<file path="src/ipc_pkg.sv">
// shared constants and types for the incremental plotter control block
package ipc_pkg;

  // ********
  // instruction decode
  // ********
  localparam logic [2:0] OPC_IOT = 3'h6; // opcode of an i/o instruction
  localparam int OPC_MSB = 11; // instruction bit 0 is the word's msb
  localparam int OPC_LSB = 9;
  localparam int DEV_MSB = 8; // device code, instruction bits 3..8
  localparam int DEV_LSB = 3;
  localparam int DEV_BIT_SEVEN = 4; // devcode_bit_seven in word order
  localparam int DEV_BIT_EIGHT = 3; // devcode_bit_eight in word order
  localparam logic [5:0] DEV_CODE_A = 6'h28; // octal 50
  localparam logic [5:0] DEV_CODE_B = 6'h29; // octal 51
  localparam logic [5:0] DEV_CODE_C = 6'h2A; // octal 52
  localparam int IOP_ONE = 0; // io_timing_pulse lane of instruction bit 11
  localparam int IOP_TWO = 1; // lane of instruction bit 10
  localparam int IOP_FOUR = 2; // lane of instruction bit 9

  // ********
  // timing
  // ********
  localparam real CLK_KHZ = 125000.0; // clk_sys rate
  localparam real FAST_FIRST_MS = 2.5; // first fast delay
  localparam real FAST_TOTAL_MS = 5.0; // fast motion to done flag
  localparam real SLOW_DELAY_MS = 35.0; // each of the two slow delays
  localparam int FAST_FIRST_CYC = int'(FAST_FIRST_MS * CLK_KHZ);
  localparam int FAST_SECOND_CYC = int'((FAST_TOTAL_MS - FAST_FIRST_MS) * CLK_KHZ);
  localparam int SLOW_DELAY_CYC = int'(SLOW_DELAY_MS * CLK_KHZ);
  localparam int TIMER_W = 23; // holds the longest delay count

  // ********
  // register map (byte addresses) and fields
  // ********
  localparam logic [7:0] ADDR_CTRL = 8'h00;
  localparam logic [7:0] ADDR_STATUS = 8'h04;
  localparam logic [7:0] ADDR_IRQ_STAT = 8'h08;
  localparam logic [7:0] ADDR_IRQ_MASK = 8'h0C;
  localparam int CTRL_SOFT_PRESET = 0; // write one: acts as io preset
  localparam int CTRL_CMD_ENABLE = 1; // zero: i/o commands ignored
  localparam logic CTRL_CMD_ENABLE_RST = 1'b1;
  localparam int ST_DONE = 0; // status: done flag
  localparam int ST_MOTION_LSB = 1; // status: six motion levels
  localparam int ST_PHASE_LSB = 7; // status: five timing phase bits
  localparam int ST_SLOW = 12; // status: slow-motion flip-flop
  localparam int EV_DONE = 0; // event: done flag set
  localparam int EV_FAST = 1; // event: fast motion done
  localparam int EV_SLOW = 2; // event: slow motion done
  localparam int EV_W = 3;
  localparam logic [2:0] IRQ_MASK_RST = 3'h0;

  // ********
  // types
  // ********
  typedef struct packed {
    logic penUp;
    logic penDown;
    logic penLeft;
    logic penRight;
    logic drumUp;
    logic drumDown;
  } ipc_motion_t;

  typedef struct packed {
    logic skipIfDone;
    logic clearDone;
    logic raisePen;
    logic lowerPen;
    logic penStepLeft;
    logic penStepRight;
    logic drumStepUp;
    logic drumStepDown;
  } ipc_cmd_t;

  typedef enum logic [4:0] {
    PH_IDLE = 5'h01,
    PH_FAST1 = 5'h02,
    PH_FAST2 = 5'h04,
    PH_SLOW1 = 5'h08,
    PH_SLOW2 = 5'h10
  } ipc_phase_t;

endpackage

</file>
<file path="src/ipc_delay_timer.sv">
// one-shot down counter used for the chained motion delays
`timescale 1ns/10ps
`default_nettype none
module ipc_delay_timer (
  input wire logic clk_sys,
  input wire logic rst,
  input wire logic start,
  input wire logic abort,
  input wire logic [ipc_pkg::TIMER_W-1:0] loadCount,
  output logic expire,
  output logic busy
);

  logic [ipc_pkg::TIMER_W-1:0] count; // cycles left

  // ********
  // counting
  // ********
  // expire pulses loadCount cycles after start; restart reloads
  always_ff @(posedge clk_sys) begin
    if (rst || abort) begin
      count <= '0;
      busy <= 1'b0;
      expire <= 1'b0;
    end else if (start) begin
      count <= loadCount - 1'b1;
      busy <= 1'b1;
      expire <= 1'b0;
    end else if (busy && count == '0) begin
      busy <= 1'b0; // done: one pulse only
      expire <= 1'b1;
    end else begin
      count <= busy ? count - 1'b1 : count;
      expire <= 1'b0;
    end
  end

endmodule
`default_nettype wire

</file>
<file path="src/ipc_plotter_control.sv">
// plotter control: i/o decode, motion levels, delay chain, done flag, apb
//
// What this block does
// - opcode six marks i/o; next six bits device
// - answer device codes fifty, fifty-one, fifty-two
// - plotter select high only for our codes
// - first-code select when bits seven, eight clear
// - select levels gated with pulses form controls
// - one motion output per set motion flip-flop
// - preset clears done and fast motion flops
// - pen moves and drum steps fast, pen lift slow
// - fast motion: 2.5 ms, second delay, done at 5.0
// - slow: 35 ms, slow done, second 35 ms
// - slow done clears the pen up flop
// - done flag sets after every motion completes
// - done drives low interrupt line, arms skip
// - code fifty pulse one skips when done
// - code fifty pulse two clears done flag
// - pulse four lifts pen (50), lowers (52)
// - pen right with drum step gives diagonal
`timescale 1ns/10ps
`default_nettype none
module ipc_plotter_control #(
  parameter int FAST_FIRST_CYCLES = ipc_pkg::FAST_FIRST_CYC,
  parameter int FAST_SECOND_CYCLES = ipc_pkg::FAST_SECOND_CYC,
  parameter int SLOW_DELAY_CYCLES = ipc_pkg::SLOW_DELAY_CYC
) (
  input wire logic clk_sys,
  input wire logic rst,
  // host i/o side
  input wire logic [11:0] instrWord,
  input wire logic [2:0] ioTimingPulse,
  input wire logic ioPresetPulse,
  output logic plotterSelectLevel,
  output logic firstCodeSelect,
  output logic firstCodeSelectN,
  output logic skipRequest,
  output logic interruptRequestLineN,
  output logic motionDoneFlag,
  // plotter side
  output ipc_pkg::ipc_motion_t motion,
  // apb slave
  input wire logic psel,
  input wire logic penable,
  input wire logic pwrite,
  input wire logic [7:0] paddr,
  input wire logic [31:0] pwdata,
  output logic [31:0] prdata,
  output logic pready,
  output logic pslverr,
  output logic irq
);

  // ********
  // declarations
  // ********
  logic isIot; // opcode field says i/o
  logic [5:0] devCode; // device code field
  logic selPlotter; // combinational select for gating
  logic selFirst; // code 50
  logic selBit7; // code 52
  logic selBit8; // code 51
  ipc_pkg::ipc_cmd_t cmd; // gated control pulses
  logic presetNow; // io preset or soft preset
  logic softPreset; // one-cycle pulse from ctrl write
  logic cmdEnable; // ctrl: accept i/o commands
  logic slowFlop; // slow motion in progress
  ipc_pkg::ipc_phase_t phase; // delay chain state
  ipc_pkg::ipc_phase_t next_phase;
  logic timerStart; // load the delay timer
  logic [ipc_pkg::TIMER_W-1:0] timerLoad; // its count
  logic timerExpire; // delay over
  logic fastMotionDone; // clears fast flops
  logic slowMotionDone; // clears pen up
  logic setDone; // done flag set event
  logic anyFast; // any fast motion flop set
  logic [ipc_pkg::EV_W-1:0] irqStat; // sticky events
  logic [ipc_pkg::EV_W-1:0] irqMask; // enables
  logic [ipc_pkg::EV_W-1:0] events; // this cycle's events
  logic access; // apb access phase
  logic wrAccept; // write takes effect
  logic [31:0] readMux; // read data before the flop
  logic mapped; // address hits a register

  // true for any of our three device codes
  function automatic logic isOurCode(input logic [5:0] code);
    isOurCode = (code == ipc_pkg::DEV_CODE_A) || (code == ipc_pkg::DEV_CODE_B) ||
      (code == ipc_pkg::DEV_CODE_C);
  endfunction

  // address compare shared by write and read paths
  function automatic logic hit(input logic [7:0] a, input logic [7:0] r);
    hit = (a == r);
  endfunction

  // ********
  // instruction decode and control pulses
  // ********
  // select levels come straight from the word so pulses and levels align
  always_comb begin
    isIot = instrWord[ipc_pkg::OPC_MSB:ipc_pkg::OPC_LSB] == ipc_pkg::OPC_IOT;
    devCode = instrWord[ipc_pkg::DEV_MSB:ipc_pkg::DEV_LSB];
    selPlotter = isIot && isOurCode(devCode) && cmdEnable;
    selFirst = selPlotter && !instrWord[ipc_pkg::DEV_BIT_SEVEN] && !instrWord[ipc_pkg::DEV_BIT_EIGHT];
    selBit7 = selPlotter && instrWord[ipc_pkg::DEV_BIT_SEVEN];
    selBit8 = selPlotter && instrWord[ipc_pkg::DEV_BIT_EIGHT];
    // pulses are strobes from the host, used as-is
    cmd.skipIfDone = selFirst && ioTimingPulse[ipc_pkg::IOP_ONE];
    cmd.clearDone = selFirst && ioTimingPulse[ipc_pkg::IOP_TWO];
    cmd.raisePen = selFirst && ioTimingPulse[ipc_pkg::IOP_FOUR];
    cmd.lowerPen = selBit7 && ioTimingPulse[ipc_pkg::IOP_FOUR];
    cmd.penStepLeft = selBit7 && ioTimingPulse[ipc_pkg::IOP_ONE];
    cmd.penStepRight = selBit8 && ioTimingPulse[ipc_pkg::IOP_ONE];
    // drum up answers on 51 and 52, so it pairs with either pen step
    cmd.drumStepUp = selPlotter && !selFirst && ioTimingPulse[ipc_pkg::IOP_TWO];
    cmd.drumStepDown = selBit8 && ioTimingPulse[ipc_pkg::IOP_FOUR];
  end

  // registered copies of the select levels for the outside
  always_ff @(posedge clk_sys) begin
    if (rst) begin
      plotterSelectLevel <= 1'b0;
      firstCodeSelect <= 1'b0;
      firstCodeSelectN <= 1'b0;
    end else begin
      plotterSelectLevel <= selPlotter;
      firstCodeSelect <= selFirst;
      firstCodeSelectN <= selPlotter && !selFirst;
    end
  end

  // ********
  // motion control flip-flops
  // ********
  assign presetNow = ioPresetPulse || softPreset;
  assign anyFast = motion.penLeft || motion.penRight || motion.drumUp || motion.drumDown;

  // fast flops: set wins over the clear so a step is never lost
  always_ff @(posedge clk_sys) begin
    if (rst) begin
      motion.penLeft <= 1'b0;
      motion.penRight <= 1'b0;
      motion.drumUp <= 1'b0;
      motion.drumDown <= 1'b0;
    end else begin
      motion.penLeft <= cmd.penStepLeft || (motion.penLeft && !fastMotionDone);
      motion.penRight <= cmd.penStepRight || (motion.penRight && !fastMotionDone);
      motion.drumUp <= cmd.drumStepUp || (motion.drumUp && !fastMotionDone);
      motion.drumDown <= cmd.drumStepDown || (motion.drumDown && !fastMotionDone);
    end
  end

  // pen flops: the two pen states exclude each other
  always_ff @(posedge clk_sys) begin
    if (rst) begin
      motion.penUp <= 1'b0;
      motion.penDown <= 1'b0;
    end else begin
      if (cmd.raisePen) begin
        motion.penUp <= 1'b1;
        motion.penDown <= 1'b0;
      end else if (cmd.lowerPen) begin
        motion.penDown <= 1'b1;
        motion.penUp <= 1'b0;
      end else if (slowMotionDone) begin
        motion.penUp <= 1'b0;
      end
    end
  end

  // slow flop: held through both slow delays
  always_ff @(posedge clk_sys) begin
    if (rst || presetNow) begin
      slowFlop <= 1'b0;
    end else if (cmd.raisePen || cmd.lowerPen) begin
      slowFlop <= 1'b1;
    end else if (phase == ipc_pkg::PH_SLOW2 && timerExpire) begin
      slowFlop <= 1'b0;
    end
  end

  // ********
  // delay chain
  // ********
  // a fast command in the first fast delay, or a pen command in a slow chain, rides on that chain
  always_comb begin
    next_phase = phase;
    timerStart = 1'b0;
    timerLoad = '0;
    fastMotionDone = presetNow;
    slowMotionDone = 1'b0;
    setDone = 1'b0;
    unique case (phase)
      ipc_pkg::PH_IDLE: begin
        if (anyFast) begin
          timerStart = 1'b1;
          timerLoad = ipc_pkg::TIMER_W'(FAST_FIRST_CYCLES);
          next_phase = ipc_pkg::PH_FAST1;
        end else if (slowFlop) begin
          timerStart = 1'b1;
          timerLoad = ipc_pkg::TIMER_W'(SLOW_DELAY_CYCLES);
          next_phase = ipc_pkg::PH_SLOW1;
        end
      end
      ipc_pkg::PH_FAST1: begin
        if (timerExpire) begin
          fastMotionDone = 1'b1;
          timerStart = 1'b1;
          timerLoad = ipc_pkg::TIMER_W'(FAST_SECOND_CYCLES);
          next_phase = ipc_pkg::PH_FAST2;
        end
      end
      ipc_pkg::PH_FAST2: begin
        if (timerExpire) begin
          setDone = 1'b1;
          next_phase = ipc_pkg::PH_IDLE;
        end
      end
      ipc_pkg::PH_SLOW1: begin
        if (timerExpire) begin
          slowMotionDone = 1'b1;
          timerStart = 1'b1;
          timerLoad = ipc_pkg::TIMER_W'(SLOW_DELAY_CYCLES);
          next_phase = ipc_pkg::PH_SLOW2;
        end
      end
      ipc_pkg::PH_SLOW2: begin
        if (timerExpire) begin
          setDone = 1'b1;
          next_phase = ipc_pkg::PH_IDLE;
        end
      end
      default: begin
        next_phase = ipc_pkg::PH_IDLE; // illegal code recovers
      end
    endcase
    if (presetNow) begin
      timerStart = 1'b0;
      setDone = 1'b0;
      next_phase = ipc_pkg::PH_IDLE;
    end
  end

  // phase register
  always_ff @(posedge clk_sys) begin
    if (rst) begin
      phase <= ipc_pkg::PH_IDLE;
    end else begin
      phase <= next_phase;
    end
  end

  // shared timer: the chain never needs two delays at once
  ipc_delay_timer u_timer (
    .clk_sys(clk_sys),
    .rst(rst),
    .start(timerStart),
    .abort(presetNow),
    .loadCount(timerLoad),
    .expire(timerExpire),
    .busy()
  );

  // ********
  // done flag, interrupt line and skip
  // ********
  // set beats the clear instruction landing in the same cycle
  always_ff @(posedge clk_sys) begin
    if (rst || presetNow) begin
      motionDoneFlag <= 1'b0;
    end else if (setDone) begin
      motionDoneFlag <= 1'b1;
    end else if (cmd.clearDone) begin
      motionDoneFlag <= 1'b0;
    end
  end

  // line is low while the flag is set; skip only on the test pulse
  always_ff @(posedge clk_sys) begin
    if (rst) begin
      interruptRequestLineN <= 1'b1;
      skipRequest <= 1'b0;
    end else begin
      interruptRequestLineN <= !((motionDoneFlag && !cmd.clearDone) || setDone) || presetNow;
      skipRequest <= cmd.skipIfDone && motionDoneFlag;
    end
  end

  // ********
  // apb slave
  // ********
  assign access = psel && penable;
  assign wrAccept = access && pready && pwrite;
  assign mapped = hit(paddr, ipc_pkg::ADDR_CTRL) || hit(paddr, ipc_pkg::ADDR_STATUS) ||
    hit(paddr, ipc_pkg::ADDR_IRQ_STAT) || hit(paddr, ipc_pkg::ADDR_IRQ_MASK);

  // read mux; unmapped and reserved bits read zero
  always_comb begin
    readMux = 32'h0000_0000;
    if (hit(paddr, ipc_pkg::ADDR_CTRL)) begin
      readMux[ipc_pkg::CTRL_CMD_ENABLE] = cmdEnable;
    end else if (hit(paddr, ipc_pkg::ADDR_STATUS)) begin
      readMux[ipc_pkg::ST_DONE] = motionDoneFlag;
      readMux[ipc_pkg::ST_MOTION_LSB +: 6] = motion;
      readMux[ipc_pkg::ST_PHASE_LSB +: 5] = phase;
      readMux[ipc_pkg::ST_SLOW] = slowFlop;
    end else if (hit(paddr, ipc_pkg::ADDR_IRQ_STAT)) begin
      readMux[ipc_pkg::EV_W-1:0] = irqStat;
    end else if (hit(paddr, ipc_pkg::ADDR_IRQ_MASK)) begin
      readMux[ipc_pkg::EV_W-1:0] = irqMask;
    end
  end

  // one wait state: data, error and pready are flopped on the same edge
  always_ff @(posedge clk_sys) begin
    if (rst) begin
      pready <= 1'b0;
      pslverr <= 1'b0;
      prdata <= 32'h0000_0000;
    end else if (access && !pready) begin
      pready <= 1'b1;
      pslverr <= !mapped;
      prdata <= pwrite ? 32'h0000_0000 : readMux;
    end else begin
      pready <= 1'b0;
      pslverr <= 1'b0;
    end
  end

  // control register and the self-clearing soft preset
  always_ff @(posedge clk_sys) begin
    if (rst) begin
      cmdEnable <= ipc_pkg::CTRL_CMD_ENABLE_RST;
      softPreset <= 1'b0;
    end else begin
      softPreset <= wrAccept && hit(paddr, ipc_pkg::ADDR_CTRL) && pwdata[ipc_pkg::CTRL_SOFT_PRESET];
      if (wrAccept && hit(paddr, ipc_pkg::ADDR_CTRL)) begin
        cmdEnable <= pwdata[ipc_pkg::CTRL_CMD_ENABLE];
      end
    end
  end

  // ********
  // interrupt status and mask
  // ********
  always_comb begin
    events = '0;
    events[ipc_pkg::EV_DONE] = setDone;
    events[ipc_pkg::EV_FAST] = (phase == ipc_pkg::PH_FAST1) && timerExpire && !presetNow;
    events[ipc_pkg::EV_SLOW] = slowMotionDone && !presetNow;
  end

  // write one clears; a same-cycle event keeps its bit set
  always_ff @(posedge clk_sys) begin
    if (rst) begin
      irqStat <= '0;
    end else if (wrAccept && hit(paddr, ipc_pkg::ADDR_IRQ_STAT)) begin
      irqStat <= (irqStat & ~pwdata[ipc_pkg::EV_W-1:0]) | events;
    end else begin
      irqStat <= irqStat | events;
    end
  end

  // mask register
  always_ff @(posedge clk_sys) begin
    if (rst) begin
      irqMask <= ipc_pkg::IRQ_MASK_RST;
    end else if (wrAccept && hit(paddr, ipc_pkg::ADDR_IRQ_MASK)) begin
      irqMask <= pwdata[ipc_pkg::EV_W-1:0];
    end
  end

  // level interrupt, one cycle behind the status bits
  always_ff @(posedge clk_sys) begin
    if (rst) begin
      irq <= 1'b0;
    end else begin
      irq <= |(irqStat & irqMask);
    end
  end

endmodule
`default_nettype wire

</file>
<file path="config.mk">
export PLATFORM = sky130hd
export DESIGN_NAME = ipc_plotter_control
export DESIGN_NICKNAME = d
export VERILOG_FILES = /design/src/ipc_pkg.sv /design/src/ipc_delay_timer.sv /design/src/ipc_plotter_control.sv
export SDC_FILE = /design/constraint.sdc
export NUM_CORES = 1
export LEC_CHECK = 0
export ABC_AREA = 1
export BUFFER_PORTS_ARGS = -buffer_cell sky130_fd_sc_hd__buf_4
export CAP_MARGIN = 40
export CORE_MARGIN = 2
export CORE_UTILIZATION = 58
export CTS_BUF_LIST = sky130_fd_sc_hd__clkbuf_4
export DETAILED_ROUTE_END_ITERATION = 12
export PLACE_DENSITY_LB_ADDON = 0.08
export SLEW_MARGIN = 10
export SYNTH_ARGS = -nofsm -noshare
export SYNTH_HDL_FRONTEND = slang
export SYNTH_SLANG_ARGS = --single-unit
</file>
<file path="constraint.sdc">
create_clock -name clk_sys -period 3.3 [get_ports clk_sys]
set_input_delay 0.165 -clock clk_sys [delete_from_list [all_inputs] [get_ports clk_sys]]
set_output_delay 0.165 -clock clk_sys [all_outputs]
set_load 0.02 [all_outputs]
</file>
==> reports/results.ini, run 1 <==
[place]
hpwl_mm=6.65
gp_congestion=0.849
dp_cells=670
port_buffers=56
dpl-instance-area_um2=4100

[synth]
synth_cell_types=44
synth_ff_type=dfxtp_1
yosysWarnings=0
syn_inst=543
syn_avg_cell_area_um2=6.77
synth.top_cells.by_area=dfxtp_1 (36%), nand2_1 (12%), inv_1 (7.5%)
synth_edf_count=0
ys_seq_area_share_pct=36.5
synth_area_um2=3680
synth_top_area_cell=dfxtp_1
yosysTopAreaCellShare_pct=36.5
synthArstFlopShare_pct=0
synth-seq-cells=67

[detailed_routing]
avgRoutedWirePerCell_um=12.9
ant_nets=0
drcViolationCount=0
wirelength_mm=8.90
num_vias=3644
routed_via_density=5.28
firstDrtPassIters=5
first_iter_violations=198

[power_and_ir_drop]
p_leak_nw=2.15
switching_power_uw=406
power_frac_clock_pct=44.3
switching_share_pct=24.7
comb_power_share_pct=6.4
p_int_mw=1.24
ir_drop_mv=0.243
seqPwrFrac_pct=49.4
power_density_nw_per_um2=380

[clock_network]
cts_buffers=9
clk_latency_ps=440
path_clk_slew_ps=130
cts.sinks=67
postCtsSetupBuffers=0
cts.repair.resized=0
clockBufferDepth=2
cts_tree=yes
htreeDepth=3
cts_hold_buffers=4
cts-root-buf=clkbuf_4

[floorplan]
die_w_um=83.6
dieHeight_um=83.6
design.die.area_um2=6990
start_util_pct=58.9
core_region_area_um2=6240
ios=108
rows=29

[grt]
grt_overflow=0
antenna_found_initial=0
grt_pass1_wl_mm=15.2
grt.total_usage_pct=26.3
grt_max_degree=32
grt_pass1_vias=3430

[setup_path]
crit_chain=inv_1, nor2_1, nand4_1, nand3_2, nand2_2, inv_1, nor2_1, inv_1, ha_1, nand3_2, nor2_4, nand2_4, nor2_1, nand3_1, nand3_1, nand2_1, inv_1
cp_num_buf_inv=4
crit_path_frequent_cell=inv_1
cp_top_family=simple AND/OR/NAND/NOR gates
setup.reg_to_reg.worst_slack_ps=620
worst_r2r_startpoint=phase[3]
cp.required_ps=3690
cpMaxStageDelayCell=dfxtp_1
crit_path_end=u_timer.count[22]
cpPeakStageDelay_ps=400
r2r-end=u_timer.count[22]
r2r_cells=17
worstSetupPathType=reg2reg
crit_cells=17
crit_start=phase[3]
critPathArrivalTime_ps=3060
crit_fanout=13
start_kind=flop
cp-end-kind=flop

[final_layout]
stdcell_count=690
layout.nets=670
stdcell_area_um2=4330
layout-drive-gt1-share_pct=18.4
antenna_cells=0
area_growth_pct=17.8
most-common-layout-cells=nand2_1 (116), inv_1 (73), dfxtp_1 (67)
final_common_cell=nand2_1

[timing]
slew_violations=0
skew_ps=25.1
setup_tns_ps=0
holdWs_ps=15.6
timing.fmax_mhz=373
relSlewSlack_pct=54.9
grt_setup_unrepaired=no
worstMarginPinSlew_ps=673
min_period_ps=2680
final.period_utilization_pct=81.2
setup_viol_count_final=0
finalHoldViolCount=0

[min_path]
hold_path.class=in2reg

[job]
maxCapViolations=0

[run_status]
status=completed

## cell usage after synthesis (4+ instances only)
cell type and n:
nand2_2 11, nor2_1 66, dfxtp_1 67, nand3_2 5, o21ai_0 19, o21ai_1 4, nand4_1 11, a21oi_1 36
nand2_1 116, nand3_1 39, buf_4 21, nor2_4 4, nor2_2 7, o211ai_1 5, nand2_4 4, nor3_1 10
inv_1 73
## layout make-up
type | instances | area (um2)
Fill cell | 553 | 1910
Inverter | 75 | 282
Sequential cell | 67 | 1340
Tap cell | 77 | 96.3
Timing Repair Buffer | 67 | 513
Clock inverter | 7 | 124
Clock buffer | 9 | 67.6
Multi-Input combinational cell | 388 | 1910
## cell families (layout without fill, tap and decap cells)
logic type,after synthesis,after routing,share of synthesized area (%)
xor gates and xnor gates,1,1,0.238
adders and majority gates,1,1,0.340
AOI/OAI and AO/OA,82,82,12.8
DFF,67,67,36.5
and+or+nand+nor,285,285,36.5
other,1,19,0.102
buffers and inverters,106,158,13.5
## sequential cells by signal, summed over array words and instances (netlist names)
name / cells
interruptRequestLineN: 1
firstCodeSelect: 1
irqStat: 3
slowFlop: 1
skipRequest: 1
motionDoneFlag: 1
pready: 1
plotterSelectLevel: 1
u_timer.expire: 1
irq: 1
cmdEnable: 1
firstCodeSelectN: 1
phase: 5
irqMask: 3
pslverr: 1
u_timer.busy: 1
softPreset: 1
motion: 6
prdata: 13
u_timer.count: 23
## power by group through the flow
stage                     registers [mW]  logic [mW]  clock network, mW
after floorplan                    0.831      0.0734                  0
after global placement             0.830      0.0990                  0
after detailed placement           0.830       0.100                  0
after CTS                          0.812       0.104              0.729
after global routing               0.812       0.115              0.771
final                              0.812       0.105              0.728
## worst min path at each step
stage                      from               to  slack, ps  depth (start not counted)
3_5_place_dp       instrWord[3]  firstCodeSelect        390                          2
3_3_place_gp       instrWord[4]  firstCodeSelect        380                          2
6_report       ioTimingPulse[2]        motion[0]         20                          3
2_1_floorplan               rst  firstCodeSelect        250                          1
4_1_cts        ioTimingPulse[2]        motion[0]        0.1                          3
5_1_grt        ioTimingPulse[2]        motion[0]          7                          3
## routing by layer
| layer | global-route usage, % | wire (um) | vias to the layer above | part of all wire [%] |
|---|---|---|---|---|
| li1 | - | - | 1856 | - |
| met1 | 32.3 | 3790 | 1636 | 43 |
| met2 | 44.3 | 4360 | 132 | 49 |
| met3 | 5.74 | 570 | 20 | 6.4 |
| met4 | 11.1 | 188 | 0 | 2.1 |
| met5 | 0 | 0 | - | 0 |
## metrics by stage
| step | total power, mW | utilization (%) | worst slack, ps |
|---|---|---|---|
| finish | 1.64 | 69.4 | 622 |
| detailed placement | 0.930 | 65.7 | 689 |
| global route | 1.70 | 69.4 | 361 |
| global placement | 0.929 | 65.7 | 720 |
| floorplan | 0.904 | - | 1070 |
| CTS | 1.64 | 69.4 | 665 |
## tightest hold or removal path: cells and delay by family
family          cells  cell delay (ps)
simple gates        1               60
buf+inv             1              120
compound gates      1               50
No activity file was read; power rests on OpenSTA's default activity.
==> run 2: changes to the inputs <==
--- a/config.mk
+++ b/config.mk
@@ -9,7 +9,7 @@
 export BUFFER_PORTS_ARGS = -buffer_cell sky130_fd_sc_hd__buf_4
 export CAP_MARGIN = 40
 export CORE_MARGIN = 2
-export CORE_UTILIZATION = 58
+export CORE_UTILIZATION = 49
 export CTS_BUF_LIST = sky130_fd_sc_hd__clkbuf_4
 export DETAILED_ROUTE_END_ITERATION = 12
 export PLACE_DENSITY_LB_ADDON = 0.08
==> constraint.sdc (replaced) <==
create_clock -name clk_sys -period 2.4 [get_ports clk_sys]
set_input_delay 0.12 -clock clk_sys [delete_from_list [all_inputs] [get_ports clk_sys]]
set_output_delay 0.12 -clock clk_sys [all_outputs]
set_load 0.02 [all_outputs]
==> reports/results.ini, run 2 (synthesis results as in run 1) <==
[run_status]
status=completed

[grt]
grt_pass1_wl_mm=15.4
use_met1_pct=27.3
gr-usage-met2_pct=40.7
grt_overflow=0
grt_pass1_vias=3467
grt_max_degree=32
busiest_layer=met2
grt.met3_usage_pct=5.18
antenna_found_initial=0
grt.total_usage_pct=22.8

[clock_network]
cts.sinks=67
clk_latency_ps=420
cts_buffers=9
htreeDepth=3
cts-root-buf=clkbuf_4
cts_tree=yes
clockBufferDepth=2
path_clk_slew_ps=120

[detailed_routing]
ant_nets=0
drcViolationCount=0
wirelength_mm=9.06
avgRoutedWirePerCell_um=12.4
firstDrtPassIters=5
first_iter_violations=175
routed_via_density=4.97
num_vias=3619

[min_path]
hold_path.class=in2reg
min_path_cells=3
holdPathEnd=skipRequest
hp-start=instrWord[4]

[final_layout]
top_regs=u_timer.count x23, prdata x13, motion x6
area_growth_pct=24.5
layout-drive-gt1-share_pct=22.4
layout.nets=686
final_common_cell=nand2_1
top_register=u_timer.count
utilization_pct=63.1
stdcell_area_um2=4580
most-common-layout-cells=nand2_1 (114), buf_4 (72), inv_1 (70)
largest_reg_flops=23
stdcell_count=728
antenna_cells=0

[setup_path]
r2r_cells=18
worstSetupPathType=reg2reg
critPathArrivalTime_ps=2610
r2r-end=u_timer.count[20]
setup.reg_to_reg.worst_slack_ps=120
crit_fanout=5
start_kind=flop
cp.required_ps=2730
cp-end-kind=flop
worst_r2r_startpoint=phase[3]

[job]
maxCapViolations=0

[timing]
setup_viol_count_final=0
finalHoldViolCount=0
final.period_utilization_pct=95.1
slew_violations=0
min_period_ps=2280
grt_setup_unrepaired=yes
skew_ps=9.70
fin_ws_ps=118
timing.fmax_mhz=438

[power_and_ir_drop]
switching_power_uw=543
p_int_mw=1.60
p_leak_nw=2.25
comb_power_share_pct=7.1
power_frac_clock_pct=40.9
power_density_nw_per_um2=469
ir_drop_mv=0.220
seqPwrFrac_pct=52.0
switching_share_pct=25.3

[place]
dpl-instance-area_um2=4160
dp_worst_setup_slack_ps=55.9
hpwl_mm=6.78
dp_cells=697
port_buffers=56
gp_congestion=0.914

[floorplan]
ios=108
start_util_pct=50.7
die_w_um=90.6
rows=31
core_region_area_um2=7250
dieHeight_um=90.6
design.die.area_um2=8210

==> run 2: cell count changes in the layout (fill, tap and decap cells not counted), sizes merged <==
cell and change:
inv +1, bufinv -1, nand2 +1, buf +10, dlygate4sd3 +5
==> run 2: final cells by class <==
class	instances	area (um2)
Fill cell	706	2680
Clock buffer	9	67.6
Multi-Input combinational cell	389	2000
Sequential cell	67	1350
Clock inverter	7	98.8
Tap cell	99	124
Inverter	75	284
Timing Repair Buffer	82	651
==> run 2: critical path: stages, from the launching register on <==
cell and delay (ps):
dfxtp_4 380, nor2_4 150, nand2_4 80, nor2_4 160, nand2_2 80, nand3_4 110
nand2_4 90, buf_12 150, nand2_4 50, ha_4 130, nand3_4 80, nor2_4 160
nand2_4 100, nor2_4 120, nand2_2 70, nor2_2 120, nand2_1 60, nand2_1 50
nor2_1 40
==> run 2: routing by layer <==
layer	wire length (um)	share of wire [%]
met4	84	0.93
met2	4560	50
met5	0	0
met3	470	5.2
met1	3940	44
==> run 2: power groups by stage <==
stage          sequential, mW  clock (mW)  combinational [mW]
2_1_floorplan            1.14           0               0.101
3_3_place_gp             1.14           0               0.138
3_5_place_dp             1.14           0               0.139
4_1_cts                  1.12       0.903               0.150
5_1_grt                  1.12       0.954               0.167
6_report                 1.11       0.878               0.153
==> run 2: per-stage QoR <==
step	hold WS (ps)	TNS, ps	power, mW
after floorplan	205	0	1.24
after global placement	338	0	1.28
after detailed placement	341	0	1.28
after CTS	8.24	0	2.17
after global routing	26.6	-490	2.24
final	30.1	0	2.15
==> run 2: worst max-delay path by stage <==
stage	slack, ps	depth (start not counted)	endpoint	start
final	120	18	u_timer.count[20]	phase[3]
after global routing	-100	19	u_timer.count[20]	phase[3]
after CTS	30	17	u_timer.count[22]	phase[2]
after detailed placement	60	13	u_timer.count[15]	motion[1]
after global placement	100	19	u_timer.count[20]	phase[2]
after floorplan	170	19	u_timer.count[20]	phase[2]
==> run 2: repair_timing <==
action / in CTS / in global routing
hold endpoints to repair: 11 / 0
resized for setup: 0 / 30
hold buffers: 9 / 0
setup buffers: 0 / 5
setup endpoints to repair: 0 / 16
==> run 3: changes to the inputs <==
--- a/config.mk
+++ b/config.mk
@@ -13,7 +13,9 @@
 export CTS_BUF_LIST = sky130_fd_sc_hd__clkbuf_4
 export DETAILED_ROUTE_END_ITERATION = 12
 export PLACE_DENSITY_LB_ADDON = 0.08
+export RECOVER_POWER = 25
 export SLEW_MARGIN = 10
 export SYNTH_ARGS = -nofsm -noshare
 export SYNTH_HDL_FRONTEND = slang
 export SYNTH_SLANG_ARGS = --single-unit
+export TNS_END_PERCENT = 30
==> reports/results.ini, run 3 (synthesis results as in run 1) <==
[floorplan]
dieHeight_um=90.6
start_util_pct=50.7
core_region_area_um2=7250
die_w_um=90.6
design.die.area_um2=8210
ios=108
rows=31

[final_layout]
fillers=732
final_common_cell=nand2_1
top_register=u_timer.count
most-common-layout-cells=nand2_1 (115), inv_1 (70), dfxtp_1 (63)
largest_reg_flops=23
area_growth_pct=22.3
layout.nets=686
top_regs=u_timer.count x23, prdata x13, motion x6
antenna_cells=0
layout-drive-gt1-share_pct=19.1
stdcell_area_um2=4500

[grt]
grt_pass1_wl_mm=15.4
use_met1_pct=27.3
grt_max_degree=32
grt_pass1_vias=3467
gr-usage-met2_pct=40.7
grt.total_usage_pct=22.8
antenna_found_initial=0
busiest_layer=met2
grt.met3_usage_pct=5.18
grt_overflow=0

[min_path]
hold_path.class=in2reg
min_path_cells=3

[job]
maxCapViolations=0

[timing]
timing.fmax_mhz=437
final.period_utilization_pct=95.4
grt_setup_unrepaired=yes
fin_ws_ps=110
min_period_ps=2290
slew_violations=0
holdWs_ps=20.8
setup_viol_count_final=0
skew_ps=9.26
finalHoldViolCount=0

[detailed_routing]
num_vias=3615
drcViolationCount=0
ant_nets=0
firstDrtPassIters=4
routed_via_density=4.97
first_iter_violations=191
wirelength_mm=9.05
avgRoutedWirePerCell_um=12.4

[setup_path]
worstSetupPathType=reg2reg
crit_fanout=5
cp_num_buf_inv=3
cpMaxStageDelayCell=dfxtp_4
r2r_cells=17
cpPeakStageDelay_ps=380
cp-end-kind=flop
crit_cells=17
critPathArrivalTime_ps=2620
start_kind=flop
cp.required_ps=2730
crit_chain=nor2_4, nand2_4, nor2_4, nand2_2, nand3_4, nand2_4, buf_12, nand2_4, ha_4, nand3_4, nor2_4, buf_4, nand2_2, o21ai_1, nand2_1, o21bai_1, inv_1
cp_top_family=simple AND/OR/NAND/NOR gates

[place]
dp_worst_setup_slack_ps=55.9
gp_congestion=0.914
port_buffers=56
dpl-instance-area_um2=4160
hpwl_mm=6.78

[power_and_ir_drop]
power_density_nw_per_um2=478
p_leak_nw=2.17
ir_drop_mv=0.226

[clock_network]
cts.sinks=67
path_clk_slew_ps=120
cts-root-buf=clkbuf_4
cts_buffers=9
htreeDepth=3
cts_tree=yes
clockBufferDepth=2
clk_latency_ps=430

[run_status]
status=completed

run 3: cell count changes in the layout (fill, tap and decap cells not counted), sizes merged:
cell | previous run | this run
buf | 73 | 55
clkbuf | 9 | 27
run 3: timing repair:
| action | CTS | global route |
|---|---|---|
| hold buffers | 9 | 0 |
| setup buffers | 0 | 5 |
| endpoints found under the hold margin | 11 | 0 |
| gates resized for setup | 0 | 26 |
| endpoints found under the setup margin | 0 | 16 |
run 3: final timing paths:
kind / to / slack [ps] / startpoint
setup / recovery: u_timer.count[10] / 110 / phase[3]
hold / removal: skipRequest / 20 / instrWord[4]
setup reg to reg: u_timer.count[10] / 110 / phase[3]
hold reg to reg: prdata[8] / 470 / prdata[8]
run 3: through the flow:
| stage | std cells | power, mW | utilization (%) | TNS, ps |
|---|---|---|---|---|
| finish | 728 | 2.15 | 62.0 | 0 |
| global route | 728 | 2.24 | 62.0 | -520 |
| CTS | 722 | 2.17 | 60.9 | 0 |
| detailed placement | 697 | 1.28 | 57.4 | 0 |
| global placement | 697 | 1.28 | 57.4 | 0 |
| floorplan | 561 | 1.24 | - | 0 |
run 3: area by class of cell:
type	count	area, um2	area share, %
inverter	75	284	6.32
multi-input combinational	389	1990	44.3
sequential	67	1350	30.0
clock inverter	7	98.8	2.20
clock buffer	9	67.6	1.50
tap	99	124	2.75
timing repair buffer	82	583	13.0
run 3: metal layers:
layer	up-vias	wire length, um
met1	1636	4000
met2	84	4490
li1	1887	-
met4	0	107
met3	8	445
met5	-	0
run 3: tightest hold or removal path, cell delays in order:
cell,delay [ps]
buf_4,110
nor4_1,60
and3_1,130
run 3: power breakdown:
part | switching [mW] | internal [mW] | total (mW) | leakage, nW
registers | 0.00171 | 1.11 | 1.11 | 0.541
logic | 0.0944 | 0.0579 | 0.152 | 1.54
clock network | 0.453 | 0.431 | 0.884 | 0.0873
total | 0.549 | 1.60 | 2.15 | 2.17
